--- config.mk ---
export PLATFORM = sky130hd
export DESIGN_NAME = ccp_clock_ctrl
export DESIGN_NICKNAME = d
export VERILOG_FILES = /design/src/ccp_pkg.sv /design/src/ccp_src_mux.sv /design/src/ccp_clock_ctrl.sv
export SDC_FILE = /design/constraint.sdc
export NUM_CORES = 1
export LEC_CHECK = 0
export BUFFER_PORTS_ARGS = -buffer_cell sky130_fd_sc_hd__buf_2
export CORE_UTILIZATION = 43
export DETAILED_ROUTE_END_ITERATION = 6
export PLACE_DENSITY = 0.68
export SETUP_SLACK_MARGIN = 0.3
export SYNTH_ARGS = -nofsm -noshare
export SYNTH_HDL_FRONTEND = slang
export SYNTH_SLANG_ARGS = --single-unit
--- constraint.sdc ---
create_clock -name clk_sys -period 1.5 [get_ports clk_sys]
set_input_delay 0.15 -clock clk_sys [delete_from_list [all_inputs] [get_ports clk_sys]]
set_output_delay 0.15 -clock clk_sys [all_outputs]
set_load 0.1 [all_outputs]
--- src/ccp_pkg.sv ---
// Package: register map, field positions, reset values and codes for clock source control
`default_nettype none
package ccp_pkg;
   // Register byte offsets
   localparam logic [7:0] CCP_OFS_SRC_A = 8'h09; // Source selects, dividers 0 and 1
   localparam logic [7:0] CCP_OFS_CTRL = 8'h0A; // Pin modes, input select, divider 2 source
   localparam logic [7:0] CCP_OFS_INSRC = 8'h0B; // Input type, dividers 3 and 4
   localparam logic [7:0] CCP_OFS_SRC_B = 8'h0C; // Power-down, divider 5 source
   // Control byte fields
   localparam int CCP_PIN0_MODE_LSB = 0; // pin_zero_mode_hi/lo at [1:0]
   localparam int CCP_PIN1_MODE_LSB = 2; // pin_one_mode_hi/lo at [3:2]
   localparam int CCP_INSEL_BIT = 4; // input_select_bit
   localparam int CCP_SRC2_LSB = 5; // Divider 2 source at [7:5]
   // Input source byte fields
   localparam int CCP_SRC3_LSB = 0; // Divider 3 source at [2:0]
   localparam int CCP_SRC4_LSB = 3; // Divider 4 source at [5:3]
   localparam int CCP_ITYPE_LSB = 6; // source_type_hi/lo at [7:6]
   // Source select byte fields
   localparam int CCP_SRC0_LSB = 0; // Divider 0 source, byte A [2:0]
   localparam int CCP_SRC1_LSB = 3; // Divider 1 source, byte A [5:3]
   localparam int CCP_SRC5_LSB = 0; // Divider 5 source, byte B [2:0]
   localparam int CCP_PD_BIT = 6; // register_powerdown, byte B [6]
   // Reset values: P0 on unmodulated PLL2, P1 on PLL3, the rest on PLL1
   localparam logic [7:0] CCP_RST_SRC_A = 8'h22;
   localparam logic [7:0] CCP_RST_CTRL = 8'h20;
   localparam logic [7:0] CCP_RST_INSRC = 8'h09;
   localparam logic [7:0] CCP_RST_SRC_B = 8'h01;
   // Post-divider source codes
   localparam logic [2:0] CCP_SRC_BYPASS = 3'h0;
   localparam logic [2:0] CCP_SRC_PLL1 = 3'h1;
   localparam logic [2:0] CCP_SRC_PLL2 = 3'h2;
   localparam logic [2:0] CCP_SRC_PLL2_SPREAD = 3'h3;
   localparam logic [2:0] CCP_SRC_PLL3 = 3'h4;
   // Control pin modes
   localparam logic [1:0] CCP_P0_POWERDOWN = 2'h0;
   localparam logic [1:0] CCP_P0_BYPASS = 2'h1;
   localparam logic [1:0] CCP_P0_INPUT_SELECT_BIT = 2'h2;
   localparam logic [1:0] CCP_P_ADDRESS = 2'h3;
   localparam logic [1:0] CCP_P1_FORCE_LOW = 2'h0;
   localparam logic [1:0] CCP_P1_TRISTATE = 2'h1;
   // Input source types
   localparam logic [1:0] CCP_IN_CRYSTAL = 2'h0;
   localparam logic [1:0] CCP_IN_SINGLE = 2'h1;
   localparam logic [1:0] CCP_IN_DIFF = 2'h2;
   // Dimensions
   localparam int CCP_NUM_DIV = 6; // Post-dividers fed by the switch
   localparam int CCP_SRC_W = 3; // Source code width
endpackage
`default_nettype wire

--- src/ccp_src_mux.sv ---
// One post-divider source selector with registered output
`default_nettype none
module ccp_src_mux
   import ccp_pkg::*;
(
   input wire logic clk_sys,
   input wire logic rst_b,
   input wire logic [2:0] sel,
   input wire logic bypass_all,
   input wire logic ref_clk,
   input wire logic pll1_clk,
   input wire logic pll2_clk,
   input wire logic pll2_spread_clk,
   input wire logic pll3_clk,
   output logic src_out_r
);
   logic src_out_nxt; // Selected level

   // Decode the code; reserved codes give a quiet low
   always_comb begin
      src_out_nxt = 1'b0;
      if (bypass_all) begin
         src_out_nxt = ref_clk; // Whole synthesis chain skipped
      end else begin
         unique case (sel)
            CCP_SRC_BYPASS: src_out_nxt = ref_clk;
            CCP_SRC_PLL1: src_out_nxt = pll1_clk;
            CCP_SRC_PLL2: src_out_nxt = pll2_clk;
            CCP_SRC_PLL2_SPREAD: src_out_nxt = pll2_spread_clk;
            CCP_SRC_PLL3: src_out_nxt = pll3_clk;
            default: src_out_nxt = 1'b0; // Reserved
         endcase
      end
   end

   // Output register
   always_ff @(posedge clk_sys or negedge rst_b) begin
      if (!rst_b) begin
         src_out_r <= 1'b0;
      end else begin
         src_out_r <= src_out_nxt;
      end
   end
endmodule
`default_nettype wire

--- src/ccp_clock_ctrl.sv ---
// Clock source switch, control pin decode, input select and address bits
`default_nettype none
module ccp_clock_ctrl
   import ccp_pkg::*;
#(
   parameter logic [6:0] BASE_ADDR = 7'h68 // Slave address base, arbitrary value
)
(
   input wire logic clk_sys,
   input wire logic rst_b,
   // Byte port from the serial management engine
   input wire logic reg_wr_en,
   input wire logic reg_rd_en,
   input wire logic [7:0] reg_addr,
   input wire logic [7:0] reg_wdata,
   output logic [7:0] reg_rdata_r,
   // Slave address check request from the serial engine
   input wire logic addr_chk_en,
   input wire logic [6:0] addr_chk_value,
   output logic addr_match_r,
   output logic slave_addr_bit_zero_r,
   output logic slave_addr_bit_one_r,
   // Board control pins
   input wire logic first_control_pin,
   input wire logic second_control_pin,
   // Spread bypass request from the modulation settings
   input wire logic spread_bypass,
   // Clock sources
   input wire logic clock_input_zero,
   input wire logic clock_input_one,
   // PLL outputs
   input wire logic pll1_clk,
   input wire logic pll2_clk,
   input wire logic pll2_spread_raw,
   input wire logic pll3_clk,
   // Controls to the analog core
   // Power controls
   output logic pll_powerdown_r,
   output logic input_stage_pd_r,
   output logic spread_modulation_pd_r,
   output logic divider_bypass_r,
   // Output stage controls; polarity is applied further on
   output logic outputs_tristate_r,
   output logic outputs_force_inactive_r,
   // Input stage controls
   output logic crystal_en_r,
   output logic diff_en_r,
   output logic input_one_sel_r,
   // Switch outputs, one level per post-divider
   output logic [CCP_NUM_DIV-1:0] post_divider_n_src_r
);
   // Configuration bytes, kept through every power-down
   logic [7:0] src_a_r; // Divider 0 and 1 source codes
   logic [7:0] src_a_nxt; // Its next value
   logic [7:0] ctrl_r; // Pin modes, input select, divider 2 source
   logic [7:0] ctrl_nxt; // Its next value
   logic [7:0] insrc_r; // Input type, divider 3 and 4 source codes
   logic [7:0] insrc_nxt; // Its next value
   logic [7:0] src_b_r; // Power-down bit, divider 5 source code
   logic [7:0] src_b_nxt; // Its next value
   logic [7:0] rdata_nxt; // Byte shown after a read strobe

   // Decoded control levels
   // Mode and type fields
   logic [1:0] pin0_mode; // First pin function
   logic [1:0] pin1_mode; // Second pin function
   logic [1:0] in_type; // Input source type
   // Power and output requests
   logic reg_pd; // Register power-down bit
   logic pin0_pd; // First pin asks for power-down
   logic pin0_bypass; // First pin asks for divider bypass
   logic pin1_low; // Second pin asks for inactive level
   logic pin1_tri; // Second pin asks for release
   logic pd_all; // Power-down from either source
   // Input path
   logic sel_one; // Input one chosen
   logic ref_clk; // Reference level after the input mux
   logic spread_clk; // Modulated PLL2 level after gating
   // Effective slave address bits
   logic a0; // Bit zero, pin or base
   logic a1; // Bit one, pin or base

   // Registered control outputs, next values
   logic pll_pd_nxt; // All PLLs off
   logic in_pd_nxt; // Input stage off
   logic ssc_pd_nxt; // Modulator off
   logic byp_nxt; // Dividers skipped, also steers the selectors
   logic tri_nxt; // Outputs released
   logic frc_nxt; // Outputs at inactive level
   logic xtal_nxt; // Crystal oscillator enabled
   logic diff_nxt; // Differential receiver enabled
   logic sel_nxt; // Input one routed
   logic match_nxt; // Result of the pending address check

   // Source codes for the six selectors
   logic [CCP_SRC_W-1:0] src_sel [CCP_NUM_DIV];

   // Byte read decode, used by read path
   // Unmapped offsets read as zero; other blocks own the rest of the map,
   // so no error flag is raised here
   function automatic logic [7:0] rd_byte(input logic [7:0] a, input logic [7:0] b0,
         input logic [7:0] b1, input logic [7:0] b2, input logic [7:0] b3);
      logic [7:0] v;
      v = 8'h00;
      unique case (a)
         CCP_OFS_SRC_A: v = b0;
         CCP_OFS_CTRL: v = b1;
         CCP_OFS_INSRC: v = b2;
         CCP_OFS_SRC_B: v = b3;
         default: v = 8'h00; // Outside this block's map
      endcase
      return v;
   endfunction

   // Register write and read; every byte is full read/write
   // A read in the cycle of a write still returns the old byte
   // Single-byte port: the serial engine splits block writes into bytes
   always_comb begin
      src_a_nxt = src_a_r;
      ctrl_nxt = ctrl_r;
      insrc_nxt = insrc_r;
      src_b_nxt = src_b_r;
      rdata_nxt = reg_rdata_r;
      // Writes outside the four offsets fall through
      if (reg_wr_en) begin
         unique case (reg_addr)
            CCP_OFS_SRC_A: src_a_nxt = reg_wdata;
            CCP_OFS_CTRL: ctrl_nxt = reg_wdata;
            CCP_OFS_INSRC: insrc_nxt = reg_wdata;
            CCP_OFS_SRC_B: src_b_nxt = reg_wdata;
            default: ; // Other bytes belong elsewhere
         endcase
      end
      // Read samples the stored bytes, not this cycle's write
      if (reg_rd_en) begin
         rdata_nxt = rd_byte(reg_addr, src_a_r, ctrl_r, insrc_r, src_b_r);
      end
   end

   // Register storage; power-down never clears it
   // Only the asynchronous reset loads the defaults
   always_ff @(posedge clk_sys or negedge rst_b) begin
      if (!rst_b) begin
         src_a_r <= CCP_RST_SRC_A;
         ctrl_r <= CCP_RST_CTRL;
         insrc_r <= CCP_RST_INSRC;
         src_b_r <= CCP_RST_SRC_B;
         reg_rdata_r <= 8'h00;
      end else begin
         // Bytes change only through the write path
         src_a_r <= src_a_nxt;
         ctrl_r <= ctrl_nxt;
         insrc_r <= insrc_nxt;
         src_b_r <= src_b_nxt;
         reg_rdata_r <= rdata_nxt;
      end
   end

   // Field extraction
   // Every position comes from the package, so the map lives in one place
   assign pin0_mode = ctrl_r[CCP_PIN0_MODE_LSB +: 2];
   assign pin1_mode = ctrl_r[CCP_PIN1_MODE_LSB +: 2];
   assign in_type = insrc_r[CCP_ITYPE_LSB +: 2];
   assign reg_pd = src_b_r[CCP_PD_BIT];
   // Source codes, two or one per byte
   assign src_sel[0] = src_a_r[CCP_SRC0_LSB +: CCP_SRC_W];
   assign src_sel[1] = src_a_r[CCP_SRC1_LSB +: CCP_SRC_W];
   assign src_sel[2] = ctrl_r[CCP_SRC2_LSB +: CCP_SRC_W];
   assign src_sel[3] = insrc_r[CCP_SRC3_LSB +: CCP_SRC_W];
   assign src_sel[4] = insrc_r[CCP_SRC4_LSB +: CCP_SRC_W];
   assign src_sel[5] = src_b_r[CCP_SRC5_LSB +: CCP_SRC_W];

   // Pin mode decode; reserved pin1 code 10 does nothing
   // Pins are taken as synchronous; a board that drives them from
   // another clock must settle them first, or a request may glitch
   assign pin0_pd = (pin0_mode == CCP_P0_POWERDOWN) && !first_control_pin;
   assign pin0_bypass = (pin0_mode == CCP_P0_BYPASS) && !first_control_pin;
   assign pin1_low = (pin1_mode == CCP_P1_FORCE_LOW) && !second_control_pin;
   assign pin1_tri = (pin1_mode == CCP_P1_TRISTATE) && !second_control_pin;
   // Register power-down joins the pin request here
   assign pd_all = reg_pd || pin0_pd;

   // Address bits follow pins in address mode, else the base
   // Decoded from the stored byte, so a write is live on the next check
   // Limitation: a pin moving between the check strobe and the address
   // byte is left to the serial engine, not caught here
   assign a0 = (pin0_mode == CCP_P_ADDRESS) ? first_control_pin : BASE_ADDR[0];
   assign a1 = (pin1_mode == CCP_P_ADDRESS) ? second_control_pin : BASE_ADDR[1];

   // Input selection: pin mode overrides the bit, single-ended only
   // Reserved type 11 also falls back to input zero
   always_comb begin
      sel_one = 1'b0;
      // Default input zero covers every non-single-ended type
      if (in_type == CCP_IN_SINGLE) begin
         if (pin0_mode == CCP_P0_INPUT_SELECT_BIT) begin
            sel_one = first_control_pin;
         end else begin
            sel_one = ctrl_r[CCP_INSEL_BIT];
         end
      end
      // Crystal and differential always start at input zero
   end

   // Reference level; input stage gives nothing while powered down
   // Holding it low keeps a bypassed divider from seeing a dying clock
   assign ref_clk = pd_all ? 1'b0 : (sel_one ? clock_input_one : clock_input_zero);
   // Modulated PLL2 held low while spread bypass is requested
   assign spread_clk = spread_bypass ? 1'b0 : pll2_spread_raw;

   // Control output next values
   // Power-down outranks both pin output modes and the bypass request
   always_comb begin
      // Power controls
      pll_pd_nxt = pd_all || pin0_bypass;
      in_pd_nxt = pd_all;
      ssc_pd_nxt = spread_bypass || pd_all || pin0_bypass;
      byp_nxt = pin0_bypass && !reg_pd;
      // Output stage
      tri_nxt = pd_all || pin1_tri;
      frc_nxt = pin1_low && !pd_all; // Power-down wins
      // Input stage
      xtal_nxt = (in_type == CCP_IN_CRYSTAL);
      diff_nxt = (in_type == CCP_IN_DIFF);
      sel_nxt = sel_one;
      // Address check result holds until the next strobe
      match_nxt = addr_chk_en ? (addr_chk_value == {BASE_ADDR[6:2], a1, a0})
                              : addr_match_r;
   end

   // Control output registers
   // Every output leaves a flop, so the analog core sees no decode glitch
   always_ff @(posedge clk_sys or negedge rst_b) begin
      if (!rst_b) begin
         // Quiet levels: powered, crystal-fed, nothing forced
         pll_powerdown_r <= 1'b0;
         input_stage_pd_r <= 1'b0;
         spread_modulation_pd_r <= 1'b0;
         divider_bypass_r <= 1'b0;
         outputs_tristate_r <= 1'b0;
         outputs_force_inactive_r <= 1'b0;
         // Crystal is the default input type
         crystal_en_r <= 1'b1;
         diff_en_r <= 1'b0;
         input_one_sel_r <= 1'b0;
         // No address checked yet
         addr_match_r <= 1'b0;
         slave_addr_bit_zero_r <= 1'b0;
         slave_addr_bit_one_r <= 1'b0;
      end else begin
         // Follow the decode one edge late
         pll_powerdown_r <= pll_pd_nxt;
         input_stage_pd_r <= in_pd_nxt;
         spread_modulation_pd_r <= ssc_pd_nxt;
         divider_bypass_r <= byp_nxt;
         outputs_tristate_r <= tri_nxt;
         outputs_force_inactive_r <= frc_nxt;
         crystal_en_r <= xtal_nxt;
         diff_en_r <= diff_nxt;
         input_one_sel_r <= sel_nxt;
         addr_match_r <= match_nxt;
         // Address bits as the serial engine should compare them
         slave_addr_bit_zero_r <= a0;
         slave_addr_bit_one_r <= a1;
      end
   end

   // Six source selectors
   // Bypass comes from the next value, so the switch moves on the same
   // edge as divider_bypass_r rather than one cycle behind it
   for (genvar i = 0; i < CCP_NUM_DIV; i++) begin : g_mux
      // Each selector registers its own output
      ccp_src_mux u_mux (
         .clk_sys(clk_sys),
         .rst_b(rst_b),
         .sel(src_sel[i]),
         .bypass_all(byp_nxt),
         .ref_clk(ref_clk),
         .pll1_clk(pll1_clk),
         .pll2_clk(pll2_clk),
         .pll2_spread_clk(spread_clk),
         .pll3_clk(pll3_clk),
         .src_out_r(post_divider_n_src_r[i])
      );
   end
endmodule
`default_nettype wire

==> flow_summary.ini <==
[run_status]
outcome = finished, violations left
violations = setup timing

[hold_path]
hold_path.class = input port to flip-flop
hp-start = spread_bypass
whs_endpoint = spread_modulation_pd_r$_DFF_PN0_
hold_depth = 2

[synthesis]
synth_edf_count = 0
synth_cell_type_count = 41
postSynthAreaPerCell_um2 = 11.72
synth_nets = 281
async_flop_share_pct = 100.0
ys_warn_count = 0
yosysSeqAreaShare_pct = 51.05
syn_inst = 244
synth_area_um2 = 2860
synth_ff_type = dfrtp_1
ys_ff_latch = 58

[worst_setup_path]
r2r_start = ctrl_r[1]$_DFFE_PN0P_
cp-end-kind = flip-flop
slowest_delay_ns = 0.63
required_ns = 1.76
crit_path_max_fanout = 7
cp_cell_sequence = or4b_4, o31ai_4, nand2_1, o221ai_2
path_class = flip-flop to flip-flop
worstSetupStartpointType = flip-flop
cp_top_family = simple AND/OR/NAND/NOR gates
crit_slowest_cell = or4b_4
rr_endpoint = g_mux[3].u_mux.src_out_r$_DFF_PN0_
cp_num_buf_inv = 0
rr_worst_depth = 4
crit_arrival_ns = 1.79
ff2ff_setup_slack_ns = -0.04
crit_start = ctrl_r[1]$_DFFE_PN0P_

[die]
die_x_um = 83.56
core_area_um2 = 6386
dieArea_um2 = 6982
die_h_um = 83.56
start_util_pct = 44.79
rows = 29
io_pins = 63

[clocking]
clock-sinks = 58
cts-root-buf = clkbuf_8
cts_tree = built
clockBufferDepth = 2
numCtsBuffers = 9
worst_skew_pair.late_latency_ns = 0.34
clk_pin_slew_ns = 0.07
htree_num_levels = 3

[routing]
drc_errors = 0
drtAntennaViolNets = 0
num_vias = 2349
drt_iter0_drc = 122
first_pass_iters = 4
routed_wl_um = 7336
via_per_inst = 5.647
wl_per_cell_um = 17.63

[global_routing]
antenna_found_initial = 0
first_global_vias = 2294
grt_use_total_pct = 21.59
globalRouteOverflowTotal = 0
grt_max_degree = 25
grt_pass1_wl_um = 11670

[flow_run]
cap_violations = 0

[timing]
hold_ws_ns = 0.008239
slew_headroom_pct = 69.90
fin_ws_ns = -0.03599
rsz0062_at_grt = true
setup_viol = 1
fin_crit_ns = 1.536
finalCritPeriodShare_pct = 102.4
slew_viol_final = 0
tightest_slew_ns = 0.4516
hold_viol_final = 0
clock.fmax_mhz = 651.0
fin_tns_setup_ns = -0.03599
fin_skew_ns = 0.006506

[placement]
place.gp.congestion = 0.8325
dp_slack_ns = -0.2113
io_buffers = 62
placed_area_um2 = 3486
hpwlAfterDp_um = 4882

[power_and_ir_drop]
ir_drop_uv = 716.1
p_leak_nw = 1.865
powerDensity_nw_per_um2 = 962.3

[finish]
syn2layout_area_growth_pct = 45.06
fin_area_um2 = 4149
n_antenna_cell = 0
multiInputGateArea_um2 = 1613
fill_cells = 512
drive_above_1_share_pct = 55.46
nNetsFinal = 371
regArea_um2 = 1464
power by group:
group	switching [W]	total (W)	internal, W
Combinational	0.000471	0.000762	0.000292
Sequential	0.0000781	0.00172	0.00165
Clock	0.000604	0.00151	0.000902
layer usage:
layer  routed length [µm]  up-vias  track usage [%]
met5                    0        -                0
met4                  121        0            8.320
met3                  353       15            4.847
met2                 3522       74            35.03
met1                 3340     1158            28.13
li1                     -     1102                -
per-stage QoR:
stage | util (%) | total power (W) | instances
2_1_floorplan | - | 0.002208 | 244
3_3_place_gp | 54.58 | 0.002394 | 389
3_5_place_dp | 54.58 | 0.002404 | 389
4_1_cts | 61.46 | 0.003969 | 413
5_1_grt | 64.97 | 0.004145 | 416
6_report | 64.97 | 0.003993 | 416
synthesized netlist by cell type, types with 7 or more instances:
library cell   n  share of area (%)
a22oi_1        8                2.1
dfrtp_1       51                 45
dfstp_2        7                6.4
inv_1         10                1.3
mux2_2        33                 13
mux2i_1        8                2.8
nand2_1        9                1.2
nand4_1        8                1.7
nor2_1        21                2.8
o22a_2         8                2.8
o22ai_1        9                2.0
layout make-up:
class | count | share of cell area (%)
multi-input combinational | 164 | 38.87
sequential | 58 | 35.28
timing repair buffer | 91 | 17.43
clock buffer | 14 | 4.162
tap | 77 | 2.322
inverter | 10 | 1.086
clock inverter | 2 | 0.8444
how the worst max path moves through the flow:
stage	end	slack, ns	depth (start not counted)
final	g_mux[3].u_mux.src_out_r$_DFF_PN0_	-0.04	4
after floorplan	src_a_r[0]$_DFFE_PN0P_	-0.09	4
after detailed placement	insrc_r[2]$_DFFE_PN0P_	-0.21	5
after CTS	g_mux[1].u_mux.src_out_r$_DFF_PN0_	0.001	4
after global placement	src_a_r[4]$_DFFE_PN0P_	-0.15	6
after global routing	g_mux[3].u_mux.src_out_r$_DFF_PN0_	-0.09	4
state kept, by name, summed over array words and instances, names as in the netlist, 6 cells and up:
signal                 flops
insrc_r                    8
reg_rdata_r                8
src_a_r                    8
g_mux.u_mux.src_out_r      6
ctrl_r                     8
src_b_r                    8
logic make-up after synthesis:
logic type | count (synthesis) | share of synthesized area, %
xor+xnor | 3 | 0.9188
compound gates | 57 | 15.00
simple gates | 63 | 13.52
mux | 41 | 15.79
buf+inv | 22 | 3.718
flops | 58 | 51.05
timing repair:
action / CTS / global route
hold endpoints to repair: 17 / 0
setup endpoints to repair: 67 / 51
buffers inserted: 5 / 3
pin swaps: 4 / 11
resized for setup: 46 / 45
hold buffers: 3 / 0
layout by cell type (no fill, tap or decap), types with 2 or more instances in the layout:
cell | Yosys | routed
dfrtp_1 | 51 | 48
buf_4 | 6 | 40
buf_2 | 1 | 34
mux2_4 | 0 | 30
nor2_1 | 21 | 21
clkbuf_8 | 0 | 12
nand2_1 | 9 | 9
inv_1 | 10 | 9
nand4_1 | 8 | 8
a22oi_1 | 8 | 8
mux2i_1 | 8 | 8
o22a_2 | 8 | 8
dfstp_2 | 7 | 7
buf_12 | 0 | 7
a21oi_1 | 6 | 6
a31oi_1 | 6 | 6
a32oi_1 | 6 | 6
buf_6 | 0 | 6
o22ai_2 | 0 | 5
nor2b_1 | 5 | 4
o31ai_4 | 0 | 4
o221ai_2 | 0 | 4
o22ai_1 | 9 | 4
mux2_2 | 33 | 3
dfrtp_2 | 0 | 3
dlygate4sd3_1 | 0 | 3
and3_4 | 0 | 2
nor3_4 | 1 | 2
nor3b_2 | 0 | 2
o31ai_2 | 0 | 2
o221ai_1 | 6 | 2
xnor2_1 | 2 | 2
nor2_4 | 0 | 2
clkbuf_1 | 4 | 2
(Power assumes the default switching activity.)
